## src/uart_path_pkg.sv

```systemverilog
package uart_path_pkg;

   // ----------------------------------------
   // Register map
   // ----------------------------------------
   localparam logic [31:0] DATA_PORT_ADDR = 32'h808e0000;
   localparam logic [31:0] RX_STATUS_ADDR = 32'h808e0004;
   localparam logic [31:0] REG_RESET = 32'h00000000;
   localparam int OE_BIT = 3;
   localparam int BE_BIT = 2;
   localparam int PE_BIT = 1;
   localparam int FE_BIT = 0;

   // ----------------------------------------
   // Serial timing
   // ----------------------------------------
   localparam logic [3:0] SAMPLE_MID = 4'h7;
   localparam logic [3:0] TICKS_LAST = 4'hf;
   localparam logic [3:0] MIN_DATA_BITS = 4'h5;
   localparam logic [15:0] DIV_RESET = 16'h0000;

   // ----------------------------------------
   // Carriers
   // ----------------------------------------
   typedef struct packed {
      logic brk;
      logic par;
      logic frm;
      logic [7:0] data;
   } rx_entry_t;

   typedef struct packed {
      logic fifo_mode_select;
      logic parity_check_select;
      logic even_parity;
      logic two_stop;
      logic [1:0] word_len;
      logic [15:0] baud_div;
   } line_ctrl_t;

   typedef struct packed {
      logic drive_enable_on_pin;
      logic hdlc_clock_direction;
      logic hdlc_clock_enable_third;
      logic hdlc_clock_enable_first;
   } pin_cfg_t;

   typedef enum {RX_IDLE, RX_START, RX_DATA, RX_PAR, RX_STOP, RX_BRK}
      rx_state_t;
   typedef enum {TX_IDLE, TX_START, TX_DATA, TX_PAR, TX_STOP} tx_state_t;

endpackage

```

## src/uart_path_fifo.sv

```systemverilog
`timescale 1ns/1ps
module uart_path_fifo
   import uart_path_pkg::*;
#(
   parameter int W = 8,
   parameter int DEPTH = 16
)
(
   input wire logic CLK,            // System clock
   input wire logic RST,            // Synchronous reset
   input wire logic one_deep,       // Holding-register mode
   input wire logic push,           // Write request
   input wire logic [W-1:0] din,    // Write data
   input wire logic pop,            // Remove head
   output logic [W-1:0] dout,       // Head entry
   output logic full,               // No room
   output logic empty               // Nothing held
);
   localparam int AW = $clog2(DEPTH);

   logic [W-1:0] mem [DEPTH];
   logic [AW-1:0] wp_r, wp_nxt, rp_r, rp_nxt;
   logic [AW:0] cnt_r, cnt_nxt;
   logic [AW-1:0] wr_idx, rd_idx;
   logic do_push, do_pop;

   // ----------------------------------------
   // Pointer update
   // ----------------------------------------
   always_comb
   begin
      // Holding mode always uses the lowest slot
      wr_idx = one_deep ? '0 : wp_r;
      rd_idx = one_deep ? '0 : rp_r;
      empty = (cnt_r == '0);
      full = one_deep ? (cnt_r != '0) : (cnt_r == (AW+1)'(DEPTH));
      do_push = push && !full;
      do_pop = pop && !empty;
      wp_nxt = (do_push && !one_deep) ? wp_r + 1'b1 : wp_r;
      rp_nxt = (do_pop && !one_deep) ? rp_r + 1'b1 : rp_r;
      cnt_nxt = cnt_r + {{AW{1'b0}}, do_push} - {{AW{1'b0}}, do_pop};
      dout = mem[rd_idx];
   end

   always_ff @(posedge CLK)
   begin
      if (RST)
      begin
         wp_r <= '0;
         rp_r <= '0;
         cnt_r <= '0;
      end
      else
      begin
         wp_r <= wp_nxt;
         rp_r <= rp_nxt;
         cnt_r <= cnt_nxt;
      end
      if (do_push)
         mem[wr_idx] <= din;
   end

endmodule

```

## src/uart_path_top.sv

```systemverilog
`timescale 1ns/1ps
module uart_path_top
   import uart_path_pkg::*;
#(
   parameter int FIFO_DEPTH = 16
)
(
   input wire logic CLK,                     // Bus clock
   input wire logic RST,                     // Synchronous reset
   input wire logic [31:0] ADDR,             // Register byte address
   input wire logic WR,                      // Register write strobe
   input wire logic RD,                      // Register read strobe
   input wire logic [31:0] WDATA,            // Write data
   output logic [31:0] RDATA,                // Read data, next cycle
   input wire line_ctrl_t LINE_CTRL,         // Line control settings
   input wire pin_cfg_t PIN_CFG,             // Shared pin configuration
   input wire logic INT_HDLC_CLK,            // Internal HDLC clock
   input wire logic TX_DMA_EN,               // Transmit DMA enable
   input wire logic RX_DMA_EN,               // Receive DMA enable
   input wire logic DMA_TX_VALID,            // DMA byte offered
   input wire logic [7:0] DMA_TX_DATA,       // DMA transmit byte
   output logic DMA_TX_READY,                // DMA byte taken
   output logic DMA_RX_VALID,                // DMA receive byte ready
   output logic [7:0] DMA_RX_DATA,           // DMA receive byte
   input wire logic DMA_RX_READY,            // DMA takes byte
   input wire logic SERIAL_RECEIVE_PIN,      // Serial input
   output logic SERIAL_TRANSMIT_PIN,         // Serial output
   input wire logic SHARED_GENERAL_PIN_IN,   // Shared pin level
   output logic SHARED_GENERAL_PIN_OUT,      // Shared pin drive value
   output logic SHARED_GENERAL_PIN_OE_N,     // Low while driving pin
   output logic HDLC_CLOCK_TO_CORE,          // External HDLC clock
   output logic RS485_DRIVE_ENABLE_OUT_N     // Transceiver enable
);

   // ----------------------------------------
   // Declarations
   // ----------------------------------------
   logic [1:0] rxd_sync_r, gpio_sync_r;
   logic rxd, gpio;
   logic [15:0] div_r, div_nxt;
   logic tick;
   logic [3:0] nbits;
   logic wr_data, wr_sts, rd_data, rd_sts;
   logic oe_r, oe_nxt;
   logic [2:0] flags_r, flags_nxt;
   logic [31:0] rdata_r, rdata_nxt;
   rx_entry_t rx_din, rx_dout;
   logic rx_push, rx_pop, rx_full, rx_empty, overrun;
   logic [7:0] tx_din, tx_dout;
   logic tx_push, tx_pop, tx_full, tx_empty;
   rx_state_t rx_st_r, rx_st_nxt;
   logic [3:0] rx_tk_r, rx_tk_nxt;
   logic [2:0] rx_bit_r, rx_bit_nxt;
   logic [7:0] rx_sh_r, rx_sh_nxt;
   logic rx_par_r, rx_par_nxt, rx_pbad_r, rx_pbad_nxt;
   logic rx_zero_r, rx_zero_nxt;
   tx_state_t tx_st_r, tx_st_nxt;
   logic [3:0] tx_tk_r, tx_tk_nxt;
   logic [2:0] tx_bit_r, tx_bit_nxt;
   logic [7:0] tx_sh_r, tx_sh_nxt;
   logic tx_par_r, tx_par_nxt, tx_stop2_r, tx_stop2_nxt;
   logic txd_r, txd_nxt;
   logic hold_v_r, hold_v_nxt, tx_rdy_r, tx_rdy_nxt;
   logic [7:0] hold_r, hold_nxt;
   logic out_v_r, out_v_nxt;
   logic [7:0] out_d_r, out_d_nxt;
   logic dma_accept, hold_drain, dma_load;
   logic ten_n_r, ten_n_nxt, hdlc_r, hdlc_nxt;
   logic pin_out_r, pin_out_nxt, pin_oe_n_r, pin_oe_n_nxt;

   // ----------------------------------------
   // Pin synchronisers
   // ----------------------------------------
   always_ff @(posedge CLK)
   begin
      if (RST)
      begin
         rxd_sync_r <= 2'h3;
         gpio_sync_r <= 2'h0;
      end
      else
      begin
         rxd_sync_r <= {rxd_sync_r[0], SERIAL_RECEIVE_PIN};
         gpio_sync_r <= {gpio_sync_r[0], SHARED_GENERAL_PIN_IN};
      end
   end
   assign rxd = rxd_sync_r[1];
   assign gpio = gpio_sync_r[1];

   // ----------------------------------------
   // FIFOs
   // ----------------------------------------
   uart_path_fifo #(.W(11), .DEPTH(FIFO_DEPTH)) rx_fifo (
      .CLK(CLK),
      .RST(RST),
      .one_deep(!LINE_CTRL.fifo_mode_select),
      .push(rx_push),
      .din(rx_din),
      .pop(rx_pop),
      .dout(rx_dout),
      .full(rx_full),
      .empty(rx_empty)
   );

   uart_path_fifo #(.W(8), .DEPTH(FIFO_DEPTH)) tx_fifo (
      .CLK(CLK),
      .RST(RST),
      .one_deep(!LINE_CTRL.fifo_mode_select),
      .push(tx_push),
      .din(tx_din),
      .pop(tx_pop),
      .dout(tx_dout),
      .full(tx_full),
      .empty(tx_empty)
   );

   // ----------------------------------------
   // Register port, DMA path and baud divider
   // ----------------------------------------
   always_comb
   begin
      wr_data = WR && (ADDR == DATA_PORT_ADDR);
      wr_sts = WR && (ADDR == RX_STATUS_ADDR);
      rd_data = RD && (ADDR == DATA_PORT_ADDR);
      rd_sts = RD && (ADDR == RX_STATUS_ADDR);
      // 16x sample enable standing in for the reference clock
      tick = (LINE_CTRL.baud_div != DIV_RESET) &&
             (div_r == LINE_CTRL.baud_div);
      div_nxt = (tick || LINE_CTRL.baud_div == DIV_RESET) ? DIV_RESET :
                div_r + 16'h0001;
      nbits = MIN_DATA_BITS + {2'h0, LINE_CTRL.word_len};
      // Bus write wins the transmit FIFO; DMA byte waits in hold
      hold_drain = hold_v_r && !wr_data && !tx_full;
      dma_accept = DMA_TX_VALID && tx_rdy_r;
      hold_v_nxt = dma_accept || (hold_v_r && !hold_drain);
      hold_nxt = dma_accept ? DMA_TX_DATA : hold_r;
      tx_rdy_nxt = TX_DMA_EN && !hold_v_nxt;
      tx_push = wr_data || hold_drain;
      tx_din = wr_data ? WDATA[7:0] : hold_r;
      // Bus read wins the receive FIFO head over DMA
      dma_load = RX_DMA_EN && !rx_empty && !rd_data &&
                 (!out_v_r || DMA_RX_READY);
      out_v_nxt = dma_load || (out_v_r && !DMA_RX_READY);
      out_d_nxt = dma_load ? rx_dout.data : out_d_r;
      rx_pop = (rd_data && !rx_empty) || dma_load;
      oe_nxt = overrun || (oe_r && !wr_sts);
      flags_nxt = wr_sts ? 3'h0 : flags_r;
      if (rd_data && !rx_empty)
         flags_nxt = {rx_dout.brk, rx_dout.par, rx_dout.frm};
      rdata_nxt = rdata_r;
      if (rd_data)
         rdata_nxt = {24'h0, rx_empty ? 8'h00 : rx_dout.data};
      else if (rd_sts)
         rdata_nxt = {28'h0, oe_r, flags_r};
      else if (RD)
         rdata_nxt = REG_RESET;
   end

   always_ff @(posedge CLK)
   begin
      if (RST)
      begin
         div_r <= DIV_RESET;
         hold_v_r <= 1'b0;
         hold_r <= 8'h00;
         tx_rdy_r <= 1'b0;
         out_v_r <= 1'b0;
         out_d_r <= 8'h00;
         oe_r <= 1'b0;
         flags_r <= 3'h0;
         rdata_r <= REG_RESET;
      end
      else
      begin
         div_r <= div_nxt;
         hold_v_r <= hold_v_nxt;
         hold_r <= hold_nxt;
         tx_rdy_r <= tx_rdy_nxt;
         out_v_r <= out_v_nxt;
         out_d_r <= out_d_nxt;
         oe_r <= oe_nxt;
         flags_r <= flags_nxt;
         rdata_r <= rdata_nxt;
      end
   end

   // ----------------------------------------
   // Receiver
   // ----------------------------------------
   always_comb
   begin
      rx_st_nxt = rx_st_r;
      rx_tk_nxt = rx_tk_r;
      rx_bit_nxt = rx_bit_r;
      rx_sh_nxt = rx_sh_r;
      rx_par_nxt = rx_par_r;
      rx_pbad_nxt = rx_pbad_r;
      rx_zero_nxt = rx_zero_r;
      rx_push = 1'b0;
      overrun = 1'b0;
      rx_din = '0;
      if (tick)
      begin
         rx_tk_nxt = rx_tk_r + 4'h1;
         unique case (rx_st_r)
            RX_IDLE:
            begin
               rx_tk_nxt = 4'h0;
               if (!rxd)
                  rx_st_nxt = RX_START;
            end
            RX_START:
               if (rx_tk_r == SAMPLE_MID)
               begin
                  rx_tk_nxt = 4'h0;
                  rx_st_nxt = rxd ? RX_IDLE : RX_DATA;
                  rx_bit_nxt = 3'h0;
                  rx_sh_nxt = 8'h00;
                  rx_par_nxt = 1'b0;
                  rx_pbad_nxt = 1'b0;
                  rx_zero_nxt = 1'b1;
               end
            RX_DATA:
               if (rx_tk_r == TICKS_LAST)
               begin
                  rx_sh_nxt[rx_bit_r] = rxd;
                  rx_par_nxt = rx_par_r ^ rxd;
                  rx_zero_nxt = rx_zero_r && !rxd;
                  rx_bit_nxt = rx_bit_r + 3'h1;
                  if ({1'b0, rx_bit_r} == nbits - 4'h1)
                     rx_st_nxt = LINE_CTRL.parity_check_select ?
                                 RX_PAR : RX_STOP;
               end
            RX_PAR:
               if (rx_tk_r == TICKS_LAST)
               begin
                  rx_pbad_nxt = ((rx_par_r ^ rxd) ==
                                 LINE_CTRL.even_parity);
                  rx_zero_nxt = rx_zero_r && !rxd;
                  rx_st_nxt = RX_STOP;
               end
            RX_STOP:
               if (rx_tk_r == TICKS_LAST)
               begin
                  rx_din.brk = rx_zero_r && !rxd;
                  rx_din.par = rx_pbad_r;
                  rx_din.frm = !rxd;
                  rx_din.data = rx_zero_r ? 8'h00 : rx_sh_r;
                  overrun = rx_full;
                  rx_push = !rx_full;
                  rx_st_nxt = (rx_zero_r && !rxd) ? RX_BRK : RX_IDLE;
               end
            RX_BRK:
               if (rxd)
                  rx_st_nxt = RX_IDLE;
         endcase
      end
   end

   always_ff @(posedge CLK)
   begin
      if (RST)
      begin
         rx_st_r <= RX_IDLE;
         rx_tk_r <= 4'h0;
         rx_bit_r <= 3'h0;
         rx_sh_r <= 8'h00;
         rx_par_r <= 1'b0;
         rx_pbad_r <= 1'b0;
         rx_zero_r <= 1'b0;
      end
      else
      begin
         rx_st_r <= rx_st_nxt;
         rx_tk_r <= rx_tk_nxt;
         rx_bit_r <= rx_bit_nxt;
         rx_sh_r <= rx_sh_nxt;
         rx_par_r <= rx_par_nxt;
         rx_pbad_r <= rx_pbad_nxt;
         rx_zero_r <= rx_zero_nxt;
      end
   end

   // ----------------------------------------
   // Transmitter
   // ----------------------------------------
   always_comb
   begin
      tx_st_nxt = tx_st_r;
      tx_tk_nxt = tx_tk_r;
      tx_bit_nxt = tx_bit_r;
      tx_sh_nxt = tx_sh_r;
      tx_par_nxt = tx_par_r;
      tx_stop2_nxt = tx_stop2_r;
      txd_nxt = txd_r;
      tx_pop = 1'b0;
      if (tx_st_r == TX_IDLE)
      begin
         if (!tx_empty)
         begin
            tx_pop = 1'b1;
            tx_sh_nxt = tx_dout;
            txd_nxt = 1'b0;
            tx_tk_nxt = 4'h0;
            tx_st_nxt = TX_START;
         end
      end
      else if (tick)
      begin
         tx_tk_nxt = tx_tk_r + 4'h1;
         if (tx_tk_r == TICKS_LAST)
            unique case (tx_st_r)
               TX_START:
               begin
                  txd_nxt = tx_sh_r[0];
                  tx_par_nxt = tx_sh_r[0];
                  tx_bit_nxt = 3'h0;
                  tx_st_nxt = TX_DATA;
               end
               TX_DATA:
                  if ({1'b0, tx_bit_r} == nbits - 4'h1)
                  begin
                     tx_stop2_nxt = 1'b0;
                     if (LINE_CTRL.parity_check_select)
                     begin
                        txd_nxt = tx_par_r ^ !LINE_CTRL.even_parity;
                        tx_st_nxt = TX_PAR;
                     end
                     else
                     begin
                        txd_nxt = 1'b1;
                        tx_st_nxt = TX_STOP;
                     end
                  end
                  else
                  begin
                     tx_sh_nxt = {1'b0, tx_sh_r[7:1]};
                     txd_nxt = tx_sh_r[1];
                     tx_par_nxt = tx_par_r ^ tx_sh_r[1];
                     tx_bit_nxt = tx_bit_r + 3'h1;
                  end
               TX_PAR:
               begin
                  txd_nxt = 1'b1;
                  tx_st_nxt = TX_STOP;
               end
               TX_STOP:
                  if (LINE_CTRL.two_stop && !tx_stop2_r)
                     tx_stop2_nxt = 1'b1;
                  else
                     tx_st_nxt = TX_IDLE;
               TX_IDLE:
                  tx_st_nxt = TX_IDLE;
            endcase
      end
   end

   always_ff @(posedge CLK)
   begin
      if (RST)
      begin
         tx_st_r <= TX_IDLE;
         tx_tk_r <= 4'h0;
         tx_bit_r <= 3'h0;
         tx_sh_r <= 8'h00;
         tx_par_r <= 1'b0;
         tx_stop2_r <= 1'b0;
         txd_r <= 1'b1;
      end
      else
      begin
         tx_st_r <= tx_st_nxt;
         tx_tk_r <= tx_tk_nxt;
         tx_bit_r <= tx_bit_nxt;
         tx_sh_r <= tx_sh_nxt;
         tx_par_r <= tx_par_nxt;
         tx_stop2_r <= tx_stop2_nxt;
         txd_r <= txd_nxt;
      end
   end

   // ----------------------------------------
   // Shared pin selection
   // ----------------------------------------
   always_comb
   begin
      ten_n_nxt = (tx_st_nxt == TX_IDLE) && tx_empty && !tx_push;
      hdlc_nxt = 1'b0;
      pin_out_nxt = 1'b0;
      pin_oe_n_nxt = 1'b1;
      if (PIN_CFG.hdlc_clock_enable_third)
      begin
         if (!PIN_CFG.hdlc_clock_enable_first)
         begin
            if (!PIN_CFG.hdlc_clock_direction)
               hdlc_nxt = gpio;
            else
            begin
               pin_out_nxt = INT_HDLC_CLK;
               pin_oe_n_nxt = 1'b0;
            end
         end
      end
      else if (PIN_CFG.drive_enable_on_pin &&
               !PIN_CFG.hdlc_clock_direction &&
               !PIN_CFG.hdlc_clock_enable_first)
      begin
         pin_out_nxt = ten_n_nxt;
         pin_oe_n_nxt = 1'b0;
      end
   end

   always_ff @(posedge CLK)
   begin
      if (RST)
      begin
         ten_n_r <= 1'b1;
         hdlc_r <= 1'b0;
         pin_out_r <= 1'b0;
         pin_oe_n_r <= 1'b1;
      end
      else
      begin
         ten_n_r <= ten_n_nxt;
         hdlc_r <= hdlc_nxt;
         pin_out_r <= pin_out_nxt;
         pin_oe_n_r <= pin_oe_n_nxt;
      end
   end

   assign RDATA = rdata_r;
   assign DMA_TX_READY = tx_rdy_r;
   assign DMA_RX_VALID = out_v_r;
   assign DMA_RX_DATA = out_d_r;
   assign SERIAL_TRANSMIT_PIN = txd_r;
   assign SHARED_GENERAL_PIN_OUT = pin_out_r;
   assign SHARED_GENERAL_PIN_OE_N = pin_oe_n_r;
   assign HDLC_CLOCK_TO_CORE = hdlc_r;
   assign RS485_DRIVE_ENABLE_OUT_N = ten_n_r;

endmodule

```

## config.mk

```make
export PLATFORM = sky130hd
export DESIGN_NAME = uart_path_top
export DESIGN_NICKNAME = d
export VERILOG_FILES = /design/src/uart_path_pkg.sv /design/src/uart_path_fifo.sv /design/src/uart_path_top.sv
export SDC_FILE = /design/constraint.sdc
export NUM_CORES = 1
export LEC_CHECK = 0
export BUFFER_PORTS_ARGS = -buffer_cell sky130_fd_sc_hd__buf_2
export CAP_MARGIN = 15
export CORE_AREA = 2 2 233 166
export CTS_BUF_LIST = sky130_fd_sc_hd__clkbuf_16
export DETAILED_ROUTE_END_ITERATION = 12
export DIE_AREA = 0 0 235 168
export GPL_TIMING_DRIVEN = 0
export PLACE_DENSITY = 0.73
export SKIP_CTS_REPAIR_TIMING = 1
export SYNTH_ARGS = -nofsm -noshare
export SYNTH_HDL_FRONTEND = slang
export SYNTH_HIERARCHICAL = 1
export SYNTH_SLANG_ARGS = --single-unit
```

## constraint.sdc

```tcl
create_clock -name CLK -period 4.9 [get_ports CLK]
set_input_delay 0.98 -clock CLK [delete_from_list [all_inputs] [get_ports CLK]]
set_output_delay 0.98 -clock CLK [all_outputs]
set_load 0.005 [all_outputs]
```

==> impl_metrics.py <==
metrics = {
    "yosys": {
        "synth_cell_type_count": 84,
        "netlist_area_mm2": 0.0199,
        "yosysMostFrequentCell": "edfxtp_1",
        "synthArstFlopShare": 0,
        "synth_commonest_cells": "edfxtp_1, dfxtp_1, nor2_1",
        "synth_area_per_cell_um2": 12.4,
        "synth_area_leaders": "edfxtp_1, dfxtp_1, mux2i_1",
        "synth.largest_area_cell": "edfxtp_1",
        "synth_top_area_share": 0.459,
        "yosysSeqAreaShare": 0.611,
        "synth_seq_cells": 456,
        "syn_inst": 1607,
        "synthFlopType": "edfxtp_1",
        "yosysWarnings": 6,
        "synth_edf_count": 304,
    },
    "floorplan": {
        "ioPinCount": 156,
        "start_util": 0.529,
        "fp.dieW_um": 235,
        "rows": 60,
        "dieArea_mm2": 0.0395,
        "die_y_um": 168,
        "core_area_mm2": 0.0376,
    },
    "hold_path": {
        "worstHoldStart": "rxd_sync_r[0]",
        "min_path_type": "flop to flop",
    },
    "grt": {
        "grt_pass1_wl_mm": 74.5,
        "grt_pass1_vias": 12800,
        "grt_max_degree": 17,
        "gr-usage-all-layers": 0.244,
        "antenna_found_initial": 1,
        "overflow": 0,
    },
    "timing": {
        "timing.fmax_ghz": 0.216,
        "hold_violations": 0,
        "fin_tns_setup_ps": 0,
        "min_period_over_period": 0.945,
        "worst_pin_slew_ps": 1110,
        "min_period_ps": 4630,
        "fin_skew_ps": 21.7,
        "rsz0062_at_grt": "no",
        "final_max_slew_viol_count": 0,
        "slew_headroom": 0.260,
        "setup_viol": 0,
    },
    "pwr": {
        "p_int_mw": 6.57,
        "seqPwrFrac": 0.478,
        "combPwrFrac": 0.168,
        "power_switching_mw": 2.40,
        "finalPower_mw": 8.97,
        "worst_ir_drop_vdd_v": 0.000237,
        "switching_share": 0.267,
        "p_leak_nw": 7.75,
        "power.density_mw_per_mm2": 396,
        "clockPowerShare": 0.354,
    },
    "worst_setup_path": {
        "end_kind": "flop",
        "reg2reg_from": "div_r[0]",
        "crit_required_ps": 5060,
        "worst_ep_arrival_time_ps": 4790,
        "path_max_fanout": 11,
        "cp-start-kind": "input port",
        "worstSetupPathType": "input port to flop",
        "crit_path_start": "LINE_CTRL[5]",
    },
    "clock_tree": {
        "cts_tree": "built",
        "cts_buffers": 44,
        "cts_sinks": 456,
        "cts_root_buf": "clkbuf_16",
        "path_clk_slew_ps": 60,
        "clkLatencyLatePin_ps": 560,
        "cts_buffer_depth": 3,
        "h-tree-depth": 2,
    },
    "detailed_routing": {
        "drc": 0,
        "vias": 13800,
        "viasPerCell": 5.93,
        "ant_nets": 0,
        "drt_iter0_drc": 1480,
        "post_drt_wl_per_cell_um": 21.1,
        "detail_route.first_pass.iterations": 7,
        "wl_mm": 49.0,
    },
    "final_layout": {
        "final_nets": 1929,
        "final_area_mm2": 0.0226,
        "diodes": 0,
        "instances_no_fill": 2327,
        "syn_to_final_growth_pct": 13.7,
        "drive_gt1_frac": 0.166,
        "utilization": 0.602,
    },
    "placed_design": {
        "portBuffers": 106,
        "place.gp.congestion": 0.915,
        "dp.cells": 2243,
        "hpwl_mm": 34.9,
        "dpl_cell_area_mm2": 0.0213,
    },
    "outcome": {
        "outcome": "finished clean",
    },
    "flow_run": {
        "cap_violations": 0,
    },
}
[metrics by stage]
stage / setup slack [ps] / hold slack (ps)
global placement: -1220 / 395
CTS: 288 / 411
floorplan: 73.5 / 389
global route: 70.7 / 451
finish: 268 / 410
detailed placement: -312 / 398
[final cells by class]
| type | count | area [µm²] |
|---|---|---|
| inverters | 30 | 113 |
| multi-input cells | 1026 | 7120 |
| well taps | 496 | 621 |
| plain buffers | 118 | 638 |
| fillers | 2952 | 15000 |
| clock inverters | 35 | 209 |
| flip-flops and latches | 456 | 12200 |
| clock buffers | 45 | 1130 |
| repair buffers | 121 | 642 |
[critical path, cell delays in order]
cell	delay (ps)
buf_2	120
xor2_1	170
nor4_2	360
and4_1	390
nand2b_1	90
buf_2	180
or3_4	450
nor2_1	320
o211ai_2	260
or4_2	600
nor2_1	850
[worst paths after layout]
| kind | to | slack [ps] | cells after the start |
|---|---|---|---|
| setup / recovery | rx_fifo/mem[9][6] | 270 | 11 |
| hold / removal | rxd_sync_r[1] | 410 | 1 |
| setup reg to reg | rx_fifo/mem[9][6] | 450 | 10 |
| hold reg to reg | rxd_sync_r[1] | 410 | 1 |
[power groups by stage]
stage          logic, mW  clock network (mW)  registers [mW]
3_5_place_dp        1.48                   0            4.36
6_report            1.51                3.17            4.29
3_3_place_gp        1.43                   0            4.36
4_1_cts             1.49                3.22            4.28
2_1_floorplan       1.07                   0            4.34
5_1_grt             1.64                3.38            4.30
[kinds of logic (layout without fill, tap and decap cells)]
logic type                 after synthesis  in the layout  share of synthesized area
AOI/OAI and AO/OA                      293            293                      0.101
xor gates and xnor gates                53             53                     0.0233
adders and majority gates               23             23                     0.0152
buffers and inverters                  148            349                     0.0377
DFF                                    456            456                      0.611
muxes                                  131            131                     0.0664
other                                    1             24                   0.000188
and+or+nand+nor                        502            502                      0.145
[sequential cells by signal (all words and copies together), names as in the netlist, 4 cells and up]
register       flops
rx_tk_r            4
tx_fifo/mem      128
rx_fifo/rp_r       4
rx_sh_r            8
div_r             16
tx_sh_r            8
tx_tk_r            4
DMA_RX_DATA        8
rx_fifo/cnt_r      5
rx_fifo/wp_r       4
RDATA              8
tx_fifo/cnt_r      5
rx_fifo/mem      176
tx_st_r           32
tx_fifo/wp_r       4
tx_fifo/rp_r       4
hold_r             8
[metal layers]
metal	GRT usage	part of all wire	vias to the layer above
met5	0	0.00022	-
met4	0.0685	0.022	2
met3	0.0594	0.11	78
met2	0.342	0.42	610
met1	0.376	0.45	6737
li1	-	-	6374
[layout by cell type, fill, tap and decap left out, types with 22 or more instances in the layout]
cell type,netlist,final
o22ai_1,37,37
nand2b_1,33,33
dfxtp_1,152,152
a211oi_1,28,28
clkbuf_1,46,46
o211ai_1,38,38
clkbuf_16,0,45
a21oi_1,91,91
edfxtp_1,304,304
xor2_1,34,34
inv_1,30,44
and2_1,40,40
buf_2,29,140
mux2i_1,123,123
nand3_1,64,64
conb_1,1,24
nand2_1,44,44
nor2_1,138,138
nor3_1,26,22
buf_4,30,37
No activity file was read; power rests on OpenSTA's default activity.
